### config.mk
export PLATFORM = sky130hd
export DESIGN_NAME = omme_engine
export DESIGN_NICKNAME = d
export VERILOG_FILES = /design/src/omme_pkg.sv /design/src/omme_lifo.sv /design/src/omme_engine.sv
export VERILOG_INCLUDE_DIRS = /design/src
export SDC_FILE = /design/constraint.sdc
export NUM_CORES = 1
export LEC_CHECK = 0
export BUFFER_PORTS_ARGS = -buffer_cell sky130_fd_sc_hd__clkbuf_2
export CAP_MARGIN = 20
export CORE_MARGIN = 1.5
export CORE_UTILIZATION = 54
export CTS_CLUSTER_DIAMETER = 50
export DETAILED_ROUTE_END_ITERATION = 6
export PLACE_DENSITY = 0.81
export SLEW_MARGIN = 15
export SYNTH_ARGS = -nofsm -noshare
export SYNTH_HDL_FRONTEND = slang
export SYNTH_SLANG_ARGS = --single-unit
### constraint.sdc
create_clock -name core_clk -period 4.2 [get_ports core_clk]
set_input_delay 0.84 -clock core_clk [delete_from_list [all_inputs] [get_ports core_clk]]
set_output_delay 0.84 -clock core_clk [all_outputs]
set_load 0.02 [all_outputs]
### src/omme_consts.svh
`ifndef OMME_CONSTS_SVH
`define OMME_CONSTS_SVH

`define OMME_WORD_W 18
`define OMME_BANKS 4
`define OMME_BANK_AW 14
`define OMME_MEM_AW 16
`define OMME_LINE_W 8
`define OMME_ROW_W 7
`define OMME_GRP_W 6
`define OMME_CMD_DEPTH 4

`define OMME_CORE_NS 4
`define OMME_SYS_NS 20
`define OMME_IO_NS 10
`define OMME_SLOT_CYC (`OMME_SYS_NS / `OMME_CORE_NS)
`define OMME_IO_CYC (`OMME_IO_NS / `OMME_CORE_NS)

`endif

### src/omme_pkg.sv
`include "omme_consts.svh"

package omme_pkg;

  typedef enum logic [1:0] {
    OMME_TAG_NONE = 2'h0,
    OMME_TAG_START = 2'h1,
    OMME_TAG_BODY = 2'h2,
    OMME_TAG_END = 2'h3
  } omme_tag_e;

  typedef struct packed {
    omme_tag_e tag;
    logic [7:0] objNum;
    logic [7:0] colour;
  } omme_word_s;

  typedef enum logic {OMME_OP_MOVE, OMME_OP_END} omme_op_e;

  typedef struct packed {
    omme_op_e op;
    logic [`OMME_LINE_W-1:0] srcX;
    logic [`OMME_ROW_W-1:0] srcLine;
    logic [`OMME_LINE_W-1:0] dstX;
    logic [`OMME_ROW_W-1:0] dstLine;
    logic [7:0] lineCount;
  } omme_cmd_s;

  typedef struct packed {
    logic busy;
    logic [3:0] queued;
    logic [7:0] linesLeft;
    logic [7:0] movesDone;
  } omme_status_s;

  typedef struct packed {
    logic [`OMME_BANKS-1:0] csN;
    logic [`OMME_BANKS-1:0] weN;
    logic oeN;
  } omme_memctl_s;

  typedef enum {OMME_M_IDLE, OMME_M_FETCH, OMME_M_LINE, OMME_M_WAIT, OMME_M_IRQ} omme_mstate_e;

  typedef enum {OMME_I_IDLE, OMME_I_READ, OMME_I_WRITE, OMME_I_DONE} omme_istate_e;

endpackage

### src/omme_lifo.sv
`timescale 1ns/1ps
`default_nettype none
`include "omme_consts.svh"

module omme_lifo #(
  parameter int W = `OMME_WORD_W,
  parameter int DEPTH = `OMME_BANKS
) (
  input wire logic core_clk,
  input wire logic srst,
  input wire logic clear,
  input wire logic push,
  input wire logic pop,
  input wire logic [W-1:0] din,
  output logic [W-1:0] top,
  output logic [$clog2(DEPTH+1)-1:0] count
);

  logic [W-1:0] ent_r [DEPTH];

  // Shift stack: no random access, so odd-length first and last bursts cost nothing
  for (genvar i = 0; i < DEPTH; i++) begin : g_ent
    always_ff @(posedge core_clk) begin
      if (srst || clear) begin
        ent_r[i] <= '0;
      end else if (push) begin
        if (i == 0) begin
          ent_r[i] <= din;
        end else begin
          ent_r[i] <= ent_r[(i == 0) ? 0 : i-1];
        end
      end else if (pop) begin
        if (i == DEPTH-1) begin
          ent_r[i] <= '0;
        end else begin
          ent_r[i] <= ent_r[(i == DEPTH-1) ? i : i+1];
        end
      end
    end
  end

  always_ff @(posedge core_clk) begin
    if (srst || clear) begin
      count <= '0;
    end else if (push) begin
      count <= count + 1'b1;
    end else if (pop) begin
      count <= count - 1'b1;
    end
  end

  assign top = ent_r[0];

endmodule

`default_nettype wire

### src/omme_engine.sv
// Functional notes
// - Object word is 18 bits: 2 tag bits, 8-bit object number, 8-bit colour.
// - Tag bits decode to start, end, body or non-object word.
// - A line moves contiguously: read from left of start through end word.
// - Write pulses only for object-tagged words, start through end inclusive.
// - Memory is four interleaved 16K banks, accessed in bursts of up to four words.
// - Object address splits into 14-bit bank word address and 2-bit bank.
// - Addresses run consecutively along a line and wrap after 256 words.
// - Upper address bits come from source line on reads, destination on writes.
// - A 6-bit counter counts word groups along the line.
// - Memory control machine drives chip selects and write enables per direction and tag.
// - Address outputs come from registers updated once per system cycle.
// - Chip selects change once per system cycle; write enable registers change twice per system cycle.
// - Four-entry 18-bit stack: filled on read burst, drained on write burst.
// - Stack is last-in first-out so partial bursts need no random access.
// - Write bank order is reversed to match the reversed stack output.
// - Host loads move coordinates of a series of transfers over its own bus.
// - Transfer progress is shown to the host on the command bus.
// - Interrupt is raised when the end-transfer command is processed.
// - Master fetches commands, holds pointers, starts each single-line transfer.
// - Object length counter decrements per line; reaching zero marks last line.
`timescale 1ns/1ps
`default_nettype none
`include "omme_consts.svh"

module omme_engine #(
  parameter int CMD_DEPTH = `OMME_CMD_DEPTH
) (
  input wire logic core_clk,
  input wire logic srst,
  input wire omme_pkg::omme_cmd_s hostCmd,
  input wire logic hostCmdValid,
  output logic hostCmdReady,
  output omme_pkg::omme_status_s hostStatus,
  output logic hostIrq,
  input wire logic hostIrqAck,
  input wire logic memGrant,
  output logic memBusEn,
  output logic [`OMME_BANK_AW-1:0] memAddr,
  output omme_pkg::omme_memctl_s memCtl,
  input wire omme_pkg::omme_word_s memDataIn,
  output omme_pkg::omme_word_s memDataOut,
  output logic memDataOeN
);
  import omme_pkg::*;

  // Depth must be a power of two; the pointers wrap naturally
  localparam int PTR_W = (CMD_DEPTH > 1) ? $clog2(CMD_DEPTH) : 1;
  localparam logic [2:0] PH_LAST = 3'(`OMME_SLOT_CYC - 1);
  localparam logic [2:0] PH_WE_ON = 3'h1;
  localparam logic [2:0] PH_WE_OFF = 3'(1 + `OMME_IO_CYC);

  function automatic logic [`OMME_BANKS-1:0] bankHot(input logic [1:0] b);
    bankHot = 4'h1 << b;
  endfunction

  omme_mstate_e mState_r;
  omme_istate_e iState_r;

  omme_cmd_s cmdQ_r [CMD_DEPTH];
  logic [PTR_W-1:0] wrPtr_r;
  logic [PTR_W-1:0] rdPtr_r;
  logic [PTR_W:0] qCount_r;
  logic qPush;
  logic qPop;

  omme_cmd_s cur_r;
  logic [`OMME_ROW_W-1:0] srcLine_r;
  logic [`OMME_ROW_W-1:0] dstLine_r;
  logic [7:0] lenCnt_r;
  logic lastLine_r;
  logic [7:0] movesDone_r;
  logic irq_r;
  logic lineGo;
  logic lineDone;

  logic [2:0] phase_r;
  logic slotEnd;
  logic [`OMME_GRP_W-1:0] grpCnt_r;
  logic [1:0] wIdx_r;
  logic [1:0] firstIdx_r;
  logic endSeen_r;
  logic wrapNext;
  logic inBurst;
  logic [`OMME_LINE_W-1:0] dstX;
  logic [`OMME_MEM_AW-1:0] srcAddr;
  logic [`OMME_MEM_AW-1:0] dstAddr;
  logic [`OMME_MEM_AW-1:0] curAddr;
  logic [1:0] bankSel_r;

  logic lifoPush;
  logic lifoPop;
  logic [`OMME_WORD_W-1:0] lifoTopRaw;
  omme_word_s lifoTop;

  // Host command queue, filled over the host bus while lines are moving
  assign hostCmdReady = (qCount_r != (PTR_W+1)'(CMD_DEPTH));
  assign qPush = hostCmdValid && hostCmdReady;
  assign qPop = (mState_r == OMME_M_FETCH);

  always_ff @(posedge core_clk) begin
    if (qPush) begin
      cmdQ_r[wrPtr_r] <= hostCmd;
    end
  end

  always_ff @(posedge core_clk) begin
    if (srst) begin
      wrPtr_r <= '0;
      rdPtr_r <= '0;
      qCount_r <= '0;
    end else begin
      if (qPush) begin
        wrPtr_r <= wrPtr_r + 1'b1;
      end
      if (qPop) begin
        rdPtr_r <= rdPtr_r + 1'b1;
      end
      unique case ({qPush, qPop})
        2'b10: qCount_r <= qCount_r + 1'b1;
        2'b01: qCount_r <= qCount_r - 1'b1;
        2'b00, 2'b11: qCount_r <= qCount_r;
      endcase
    end
  end

  // Master control: one command at a time, one line handed down at a time
  assign lineGo = (mState_r == OMME_M_LINE);
  assign lineDone = (iState_r == OMME_I_DONE);

  always_ff @(posedge core_clk) begin
    if (srst) begin
      mState_r <= OMME_M_IDLE;
    end else begin
      unique case (mState_r)
        OMME_M_IDLE: begin
          // Commands wait until the host has handed over the memory
          if (memGrant && (qCount_r != '0)) begin
            mState_r <= OMME_M_FETCH;
          end
        end
        OMME_M_FETCH: begin
          if (cmdQ_r[rdPtr_r].op == OMME_OP_END) begin
            mState_r <= OMME_M_IRQ;
          end else begin
            mState_r <= OMME_M_LINE;
          end
        end
        OMME_M_LINE: begin
          mState_r <= OMME_M_WAIT;
        end
        OMME_M_WAIT: begin
          if (lineDone) begin
            mState_r <= lastLine_r ? OMME_M_IDLE : OMME_M_LINE;
          end
        end
        OMME_M_IRQ: begin
          mState_r <= OMME_M_IDLE;
        end
      endcase
    end
  end

  always_ff @(posedge core_clk) begin
    if (srst) begin
      cur_r <= '0;
      srcLine_r <= '0;
      dstLine_r <= '0;
      lenCnt_r <= '0;
      lastLine_r <= 1'b0;
      movesDone_r <= '0;
    end else if (mState_r == OMME_M_FETCH) begin
      cur_r <= cmdQ_r[rdPtr_r];
      srcLine_r <= cmdQ_r[rdPtr_r].srcLine;
      dstLine_r <= cmdQ_r[rdPtr_r].dstLine;
      // A zero count is taken as one line so the counter cannot underflow
      lenCnt_r <= (cmdQ_r[rdPtr_r].lineCount == 8'h00) ? 8'h01 : cmdQ_r[rdPtr_r].lineCount;
    end else if (mState_r == OMME_M_LINE) begin
      lenCnt_r <= lenCnt_r - 8'h01;
      lastLine_r <= (lenCnt_r == 8'h01);
    end else if ((mState_r == OMME_M_WAIT) && lineDone) begin
      srcLine_r <= srcLine_r + 7'h01;
      dstLine_r <= dstLine_r + 7'h01;
      if (lastLine_r) begin
        movesDone_r <= movesDone_r + 8'h01;
      end
    end
  end

  // Set wins over a simultaneous acknowledge
  always_ff @(posedge core_clk) begin
    if (srst) begin
      irq_r <= 1'b0;
    end else if (mState_r == OMME_M_IRQ) begin
      irq_r <= 1'b1;
    end else if (hostIrqAck) begin
      irq_r <= 1'b0;
    end
  end

  assign hostIrq = irq_r;
  assign hostStatus.busy = (mState_r != OMME_M_IDLE);
  assign hostStatus.queued = 4'(qCount_r);
  assign hostStatus.linesLeft = lenCnt_r;
  assign hostStatus.movesDone = movesDone_r;

  // Line engine: each word slot is one system cycle of core cycles
  assign inBurst = (iState_r == OMME_I_READ) || (iState_r == OMME_I_WRITE);
  assign slotEnd = (phase_r == PH_LAST);
  assign wrapNext = ((grpCnt_r + 6'h01) == cur_r.srcX[7:2]);
  assign dstX = {grpCnt_r, wIdx_r} - cur_r.srcX + cur_r.dstX;
  assign srcAddr = {1'h0, srcLine_r, grpCnt_r, wIdx_r};
  assign dstAddr = {1'h1, dstLine_r, dstX};
  assign curAddr = (iState_r == OMME_I_WRITE) ? dstAddr : srcAddr;

  always_ff @(posedge core_clk) begin
    if (srst || !inBurst) begin
      phase_r <= '0;
    end else begin
      phase_r <= slotEnd ? 3'h0 : phase_r + 3'h1;
    end
  end

  always_ff @(posedge core_clk) begin
    if (srst) begin
      iState_r <= OMME_I_IDLE;
      grpCnt_r <= '0;
      wIdx_r <= '0;
      firstIdx_r <= '0;
      endSeen_r <= 1'b0;
    end else begin
      unique case (iState_r)
        OMME_I_IDLE: begin
          if (lineGo) begin
            // Start on the group holding the first word, left of the start word
            grpCnt_r <= cur_r.srcX[7:2];
            wIdx_r <= cur_r.srcX[1:0];
            firstIdx_r <= cur_r.srcX[1:0];
            endSeen_r <= 1'b0;
            iState_r <= OMME_I_READ;
          end
        end
        OMME_I_READ: begin
          if (slotEnd) begin
            // Burst ends at the group boundary or at the end word
            if ((memDataIn.tag == OMME_TAG_END) || (wIdx_r == 2'h3)) begin
              endSeen_r <= (memDataIn.tag == OMME_TAG_END);
              iState_r <= OMME_I_WRITE;
            end else begin
              wIdx_r <= wIdx_r + 2'h1;
            end
          end
        end
        OMME_I_WRITE: begin
          if (slotEnd) begin
            if (wIdx_r == firstIdx_r) begin
              if (endSeen_r || wrapNext) begin
                iState_r <= OMME_I_DONE;
              end else begin
                grpCnt_r <= grpCnt_r + 6'h01;
                wIdx_r <= 2'h0;
                firstIdx_r <= 2'h0;
                iState_r <= OMME_I_READ;
              end
            end else begin
              wIdx_r <= wIdx_r - 2'h1;
            end
          end
        end
        OMME_I_DONE: begin
          iState_r <= OMME_I_IDLE;
        end
      endcase
    end
  end

  assign lifoPush = (iState_r == OMME_I_READ) && slotEnd;
  assign lifoPop = (iState_r == OMME_I_WRITE) && slotEnd;
  assign lifoTop = omme_word_s'(lifoTopRaw);

  omme_lifo #(
    .W(`OMME_WORD_W),
    .DEPTH(`OMME_BANKS)
  ) u_stack (
    .core_clk(core_clk),
    .srst(srst),
    .clear(lineGo),
    .push(lifoPush),
    .pop(lifoPop),
    .din(memDataIn),
    .top(lifoTopRaw),
    .count()
  );

  // Address and write data change only at a slot start
  always_ff @(posedge core_clk) begin
    if (srst) begin
      memAddr <= '0;
      bankSel_r <= '0;
      memDataOut <= '0;
    end else if (inBurst && (phase_r == 3'h0)) begin
      memAddr <= curAddr[`OMME_MEM_AW-1:2];
      bankSel_r <= curAddr[1:0];
      if (iState_r == OMME_I_WRITE) begin
        memDataOut <= lifoTop;
      end
    end
  end

  // Controls are re-registered mid-slot, giving the write pulse its own edges
  always_ff @(posedge core_clk) begin
    if (srst) begin
      memBusEn <= 1'b0;
      memCtl <= '1;
      memDataOeN <= 1'b1;
    end else begin
      memBusEn <= memGrant;
      if (!memGrant || !inBurst) begin
        memCtl <= '1;
        memDataOeN <= 1'b1;
      end else begin
        if (phase_r == 3'h0) begin
          memCtl.csN <= ~bankHot(curAddr[1:0]);
          memCtl.oeN <= (iState_r != OMME_I_READ);
          memDataOeN <= (iState_r != OMME_I_WRITE);
        end
        if ((iState_r == OMME_I_WRITE) && (phase_r == PH_WE_ON) &&
            (memDataOut.tag != OMME_TAG_NONE)) begin
          memCtl.weN <= ~bankHot(bankSel_r);
        end else if (phase_r == PH_WE_OFF) begin
          memCtl.weN <= '1;
        end
      end
    end
  end

endmodule

`default_nettype wire

==> results.toml, run 1 <==
[run_status]
status = "finished clean"

[clocking]
cts_setup_buffers = 0
htreeDepth = 2
cts-root-buf = "clkbuf_16"
ctsResizeCount = 0
clockBufferDepth = 3
cts_tree = "yes"
clk_pin_slew_worst_paths_ns = 0.06
cts.sink_count = 349
ctsHoldBuffers = 0
cts_buffers = 39
insertion_delay_ns = 0.53

[pwr]
peakVddDrop_v = 0.000475
switching_share_pct = 29.6
p_int_uw = 7010
combPwrFrac_pct = 21.5
clkPwrFrac_pct = 34.7
p_seq_share_pct = 43.9
power.density_mw_per_mm2 = 588
p_sw_uw = 2950
cellLeakagePower_uw = 0.00609

[final_layout]
nFillCells = 1961
finish.utilization_pct = 63.1
area_growth_pct = 15.2
drive_gt1_share_pct = 20.2
nets = 1343
diodes = 0

[yosys]
yosysTopAreaCell = "edfxtp_1"
ys_seq_area_share_pct = 63.0
syn_nets = 1229
synth_cell_types = 71
synthCells = 1131
synth_edf_count = 228
synth_area_sq_mm = 0.0147
ys_ff_latch = 349
netlist_top_cells_area = "edfxtp_1 47%, dfxtp_1 16%, mux4_2 5.2%"
ys.warnings.count = 0
synth.top_cell.area_share_pct = 46.5
synth_ff_type = "edfxtp_1"
synth_area_per_cell_sq_um = 13.0
async_reset_ff_share_pct = 0

[grt]
track_usage_pct = 21.9
grt_pass1_wl_microns = 48500
grt_overflow = 0
grt_max_degree = 78
grt_pass1_vias = 9130
antenna_found_initial = 0

[timing]
setup_viol = 0
rsz0062_at_grt = "no"
relSlewSlack_pct = 29.3
worst_pin_slew_ns = 1.06
fin_crit_sh_pct = 68.5
min_period_ns = 2.87
finalSetupTns_ns = 0
drv_slew = 0
clock_skew_ns = 0.0161
max_freq_mhz = 348
hold_violations = 0
finalHoldWorstSlack_ns = 0.455

[drt]
via_count = 9546
wl_microns = 31100
first_pass_iters = 5
drc = 0
routedWlPerCell_microns = 19.2
viasPerCell = 5.90
ant_nets = 0
drtIter0Drc = 964

[place]
portBuffers = 126
place_congestion = 0.840
post-dp-hpwl_microns = 19600

[floorplanning]
core-area_sq_mm = 0.0269
ioPinCount = 128
die-area_sq_mm = 0.0283
die_height_microns = 168
start_util_pct = 54.8
core.rowCount = 60
die_x_microns = 168

[critical_path]
reg2reg_from = "iState_r[0]"
critPathRequiredTime_ns = 4.64
critical_path_class = "register to register"
crit_path_max_incr_delay_ns = 0.72
cp_top_family = "compound AO/OA/AOI/OAI gates"
cp.arrival_ns = 3.31
cp_slowest_cell = "ha_2"
worstSetupStartpointType = "register"
r2r-end = "grpCnt_r[1]"
reg2reg_setup_slack_ns = 1.33
crit_fanout = 39
crit_chain = "inv_1, ha_2, inv_1, a21oi_1, and4b_1, o31ai_4, a211oi_1, a211oi_1"
endpoint_kind = "register"
cp.buffers_inverters = 2
rr_worst_depth = 8

[worst_hold_path]
holdCritPathClass = "register to register"
hold_path.startpoint = "memAddr[13]"
min_path_cells = 2
holdPathEnd = "memAddr[13]"

[run]
cap_violations = 0
==> how the worst max path moves through the flow <==
stage	start	cells after the start	end	slack, ns
2_1_floorplan	iState_r[0]	7	u_stack.ent_r[0][0]	0.03
3_5_place_dp	srst	5	u_stack.ent_r[0][8]	1.31
6_report	iState_r[0]	8	grpCnt_r[1]	1.33
4_1_cts	iState_r[0]	8	grpCnt_r[1]	1.32
5_1_grt	iState_r[1]	7	grpCnt_r[1]	0.98
3_3_place_gp	srst	5	u_stack.ent_r[2][9]	1.37
==> flip-flops by register name, indices dropped and copies added (netlist names), 8 cells and up, named ones only <==
signal         count
movesDone_r        8
cmdQ_r           156
memCtl             9
cur_r             16
memAddr           14
u_stack.ent_r     72
lenCnt_r           8
memDataOut        18
==> cell usage in the layout, fill, tap and decap left out, types with 18 or more instances in the layout <==
master and n:
o21ai_0 28, and2_1 23, inv_1 50, nor2_1 64, mux4_2 34, dfxtp_1 120
edfxtp_1 228, a211oi_1 20, nor3_1 18, clkbuf_2 125, clkbuf_16 41, a22o_1 55
nand2_1 123, a21oi_1 70, ha_1 27
==> cell families (layout without fill, tap and decap cells) <==
kind of cell,count (synthesis),count (layout),synth area share [%]
other,1,1,0.0255
multiplexers,57,57,7.33
buffers and inverters,116,261,3.32
AND/OR/NAND/NOR,311,311,10.3
AO/OA/AOI/OAI,232,232,10.9
adder cells (fa/ha/maj),36,36,3.47
flip-flops,349,349,63.0
XOR/XNOR,29,29,1.73
==> cell usage after synthesis, types with 20 or more instances <==
library cell and number:
nor2_1 64, mux4_2 34, dfxtp_1 121, o21ai_0 28
a21oi_1 70, nand2_1 123, inv_1 50, clkbuf_1 46
ha_1 28, a22o_1 55, edfxtp_1 228, and2_1 23
a211oi_1 20
==> power groups by stage <==
stage	Combinational [uW]	Sequential [uW]	Clock (uW)
floorplan	1580	4410	0
finish	2140	4370	3450
global placement	2070	4420	0
detailed placement	2110	4440	0
global route	2360	4430	3640
CTS	2140	4380	3510
==> tightest hold or removal path, cell delays in order, from the launching register on <==
cell     delay (ns)
dfxtp_1        0.31
nand2_1        0.05
a21oi_1        0.05
==> layout make-up <==
cell class	instances	area (sq um)	share of cell area [%]
Timing Repair Buffer	139	756	4.46
Sequential cell	349	9270	54.7
Multi-Input combinational cell	666	4980	29.4
Clock buffer	48	1080	6.39
Inverter	50	188	1.11
Tap cell	341	427	2.52
Clock inverter	24	249	1.47
==> metrics by stage <==
| step | power [uW] | instance area, sq um | setup WS (ns) | std cells |
|---|---|---|---|---|
| 2_1_floorplan | 5990 | 14700 | 0.0298 | 1131 |
| 3_5_place_dp | 6550 | 15600 | 1.31 | 1543 |
| 4_1_cts | 10000 | 16900 | 1.32 | 1615 |
| 5_1_grt | 10400 | 17000 | 0.983 | 1617 |
| 3_3_place_gp | 6490 | 15600 | 1.37 | 1543 |
| 6_report | 9970 | 17000 | 1.33 | 1617 |
==> routing by layer <==
metal  vias up  share of wire [%]  global-route usage [%]
li1       4448                  -                       -
met3        65                7.0                    4.75
met4         0                2.9                    7.88
met1      4683                 43                    29.6
met5         -                  0                       0
met2       350                 47                    35.4
(Power assumes the default switching activity.)
==> inputs of run 2 (changes only) <==
clock period = 2.4 ns   (was 4.2 ns; I/O delays follow)
==> run 2 against run 1 <==
Effect of this change:
- sequential share of layout area shrank 1.2 points
- total power grew 79%
- cell count grew 2.0%
- cell area grew 2.3%
- count of clock-buffer cells in the layout shrank 3
- sequential power grew 74%
- maximum frequency grew 24%
- critical path type unchanged
==> results.toml, run 2 (synthesized netlist as in run 1, its figures left out) <==
[pwr]
clkPwrFrac_pct = 32.8
cellLeakagePower_uw = 0.00624
combPwrFrac_pct = 24.6
switching_share_pct = 29.8
p_int_uw = 12500
p_sw_uw = 5310
p_seq_share_pct = 42.6
power.density_mw_per_mm2 = 1030
peakVddDrop_v = 0.000636

[timing]
fin_crit_sh_pct = 96.6
min_period_ns = 2.32
hold_violations = 0
clock_skew_ns = 0.0204
worst_pin_slew_ns = 0.657
drv_slew = 0
setup_viol = 0
worst_slack_ns = 0.0821
relSlewSlack_pct = 56.2
finalHoldWorstSlack_ns = 0.172
max_freq_mhz = 431

[grt]
track_usage_pct = 22.4
grt_max_degree = 73
antenna_found_initial = 2
grt_overflow = 0
grt_pass1_wl_microns = 50000
grt_pass1_vias = 9486

[final_layout]
final_common_cell = "edfxtp_1"
largest_reg_flops = 156
final_cell_count_no_fill = 1650
finish.utilization_pct = 64.5
regMostFlops = "cmdQ_r"
nets = 1375
final_cell_mix = "228 x edfxtp_1, 125 x clkbuf_2, 123 x nand2_1, 114 x dfxtp_1, 68 x a21oi_1"
multiInputGateArea_sq_mm = 0.00510
drive_gt1_share_pct = 24.2
seq_area_sq_mm = 0.00928
area_growth_pct = 17.8
top_regs = "cmdQ_r x156, u_stack.ent_r x72, memDataOut x18"
nFillCells = 1921
finalInstanceArea_sq_mm = 0.0173

[critical_path]
worstSetupStartpointType = "register"
startpoint = "wIdx_r[1]"
r2r-end = "memAddr[5]"
crit_fanout = 2
cp.buffers_inverters = 2
endpoint_kind = "register"
critical_path_cell_count = 10
cp_common_cell = "inv_2"
reg2reg_from = "wIdx_r[1]"
cp_slowest_cell = "fa_1"
crit_chain = "inv_2, fa_1, inv_2, ha_4, a21oi_4, o21ai_2, a2111oi_4, nor3_2, xnor2_1, o41ai_1"
cp-endpoint = "memAddr[5]"
critical_path_class = "register to register"
rr_worst_depth = 10
reg2reg_setup_slack_ns = 0.08
cp_top_family = "compound AO/OA/AOI/OAI gates"
critPathRequiredTime_ns = 2.80
crit_path_max_incr_delay_ns = 0.54
cp.arrival_ns = 2.72

[clocking]
clockBufferDepth = 3
clk_pin_slew_worst_paths_ns = 0.06
cts_buffers = 39
cts.sink_count = 349
insertion_delay_ns = 0.52
cts-root-buf = "clkbuf_16"
ctsHoldBuffers = 0
htreeDepth = 2
cts_tree = "yes"

[drt]
routedWlPerCell_microns = 19.0
wl_microns = 31400
first_pass_iters = 5
ant_nets = 0
via_count = 9678
drc = 0
viasPerCell = 5.87
drtIter0Drc = 865

[floorplanning]
start_util_pct = 54.8
core.rowCount = 60
die_x_microns = 168
ioPinCount = 128
die_height_microns = 168
core-area_sq_mm = 0.0269
die-area_sq_mm = 0.0283

[place]
post-dp-hpwl_microns = 20200
pre_cts_slack_ns = -0.177
dp.cells = 1576
dpl_cell_area_sq_mm = 0.0159
portBuffers = 126
place_congestion = 0.859

[worst_hold_path]
holdCritPathClass = "primary input to register"

[run]
cap_violations = 0

[run_status]
status = "finished clean"
## run 2: timing repair
item                       4_1_cts  5_1_grt
resized for setup               16        9
setup endpoints to repair        3        4
hold endpoints to repair         0        0
setup buffers                    1        1
pin swaps                       13        8
## run 2: final cells by class
type,count,share of cell area [%]
repair buffers,171,6.10
clock buffers,45,5.94
well taps,341,2.46
diodes,2,0.0289
multi-input cells,666,29.4
clock inverters,26,1.47
flip-flops and latches,349,53.5
inverters,50,1.08
## run 2: worst min-delay path by stage
stage                  start       endpoint  depth (start not counted)
3_5_place_dp     memAddr[13]    memAddr[13]                          2
4_1_cts          hostCmd[29]  cmdQ_r[2][29]                          1
3_3_place_gp   memDataOut[4]  memDataOut[4]                          2
2_1_floorplan     phase_r[0]     phase_r[0]                          1
6_report         hostCmd[29]  cmdQ_r[3][29]                          1
5_1_grt          hostCmd[22]  cmdQ_r[2][22]                          1
## run 2: through the flow
step                      total power [uW]  TNS, ns
after global placement               11600   -0.122
after CTS                            17800  -0.0124
after floorplan                      10500   -90.70
after detailed placement             11800   -0.351
after global routing                 18600  -0.0734
final                                17800        0
## run 2: worst register-to-register path, delay by kind of cell, from the launching register on
family          cells  cell delay, ns
compound gates      4            0.84
xor+xnor            1            0.13
buf+inv             2            0.10
simple gates        1            0.07
fa+ha+maj           2            0.76
flops               1            0.33
## run 2: power by group through the flow
stage	logic [uW]	clock network [uW]	registers (uW)
2_1_floorplan	2780	0	7720
3_3_place_gp	3970	0	7650
3_5_place_dp	4080	0	7700
4_1_cts	4330	5930	7580
5_1_grt	4810	6190	7650
6_report	4390	5850	7590
## run 2: per-layer routing
metal | track usage, % | routed length, microns | vias up
met5 | 0 | 0 | -
met4 | 7.38 | 824 | 0
met3 | 4.37 | 2040 | 64
met2 | 38.1 | 15400 | 319
met1 | 29.2 | 13100 | 4769
li1 | - | - | 4526
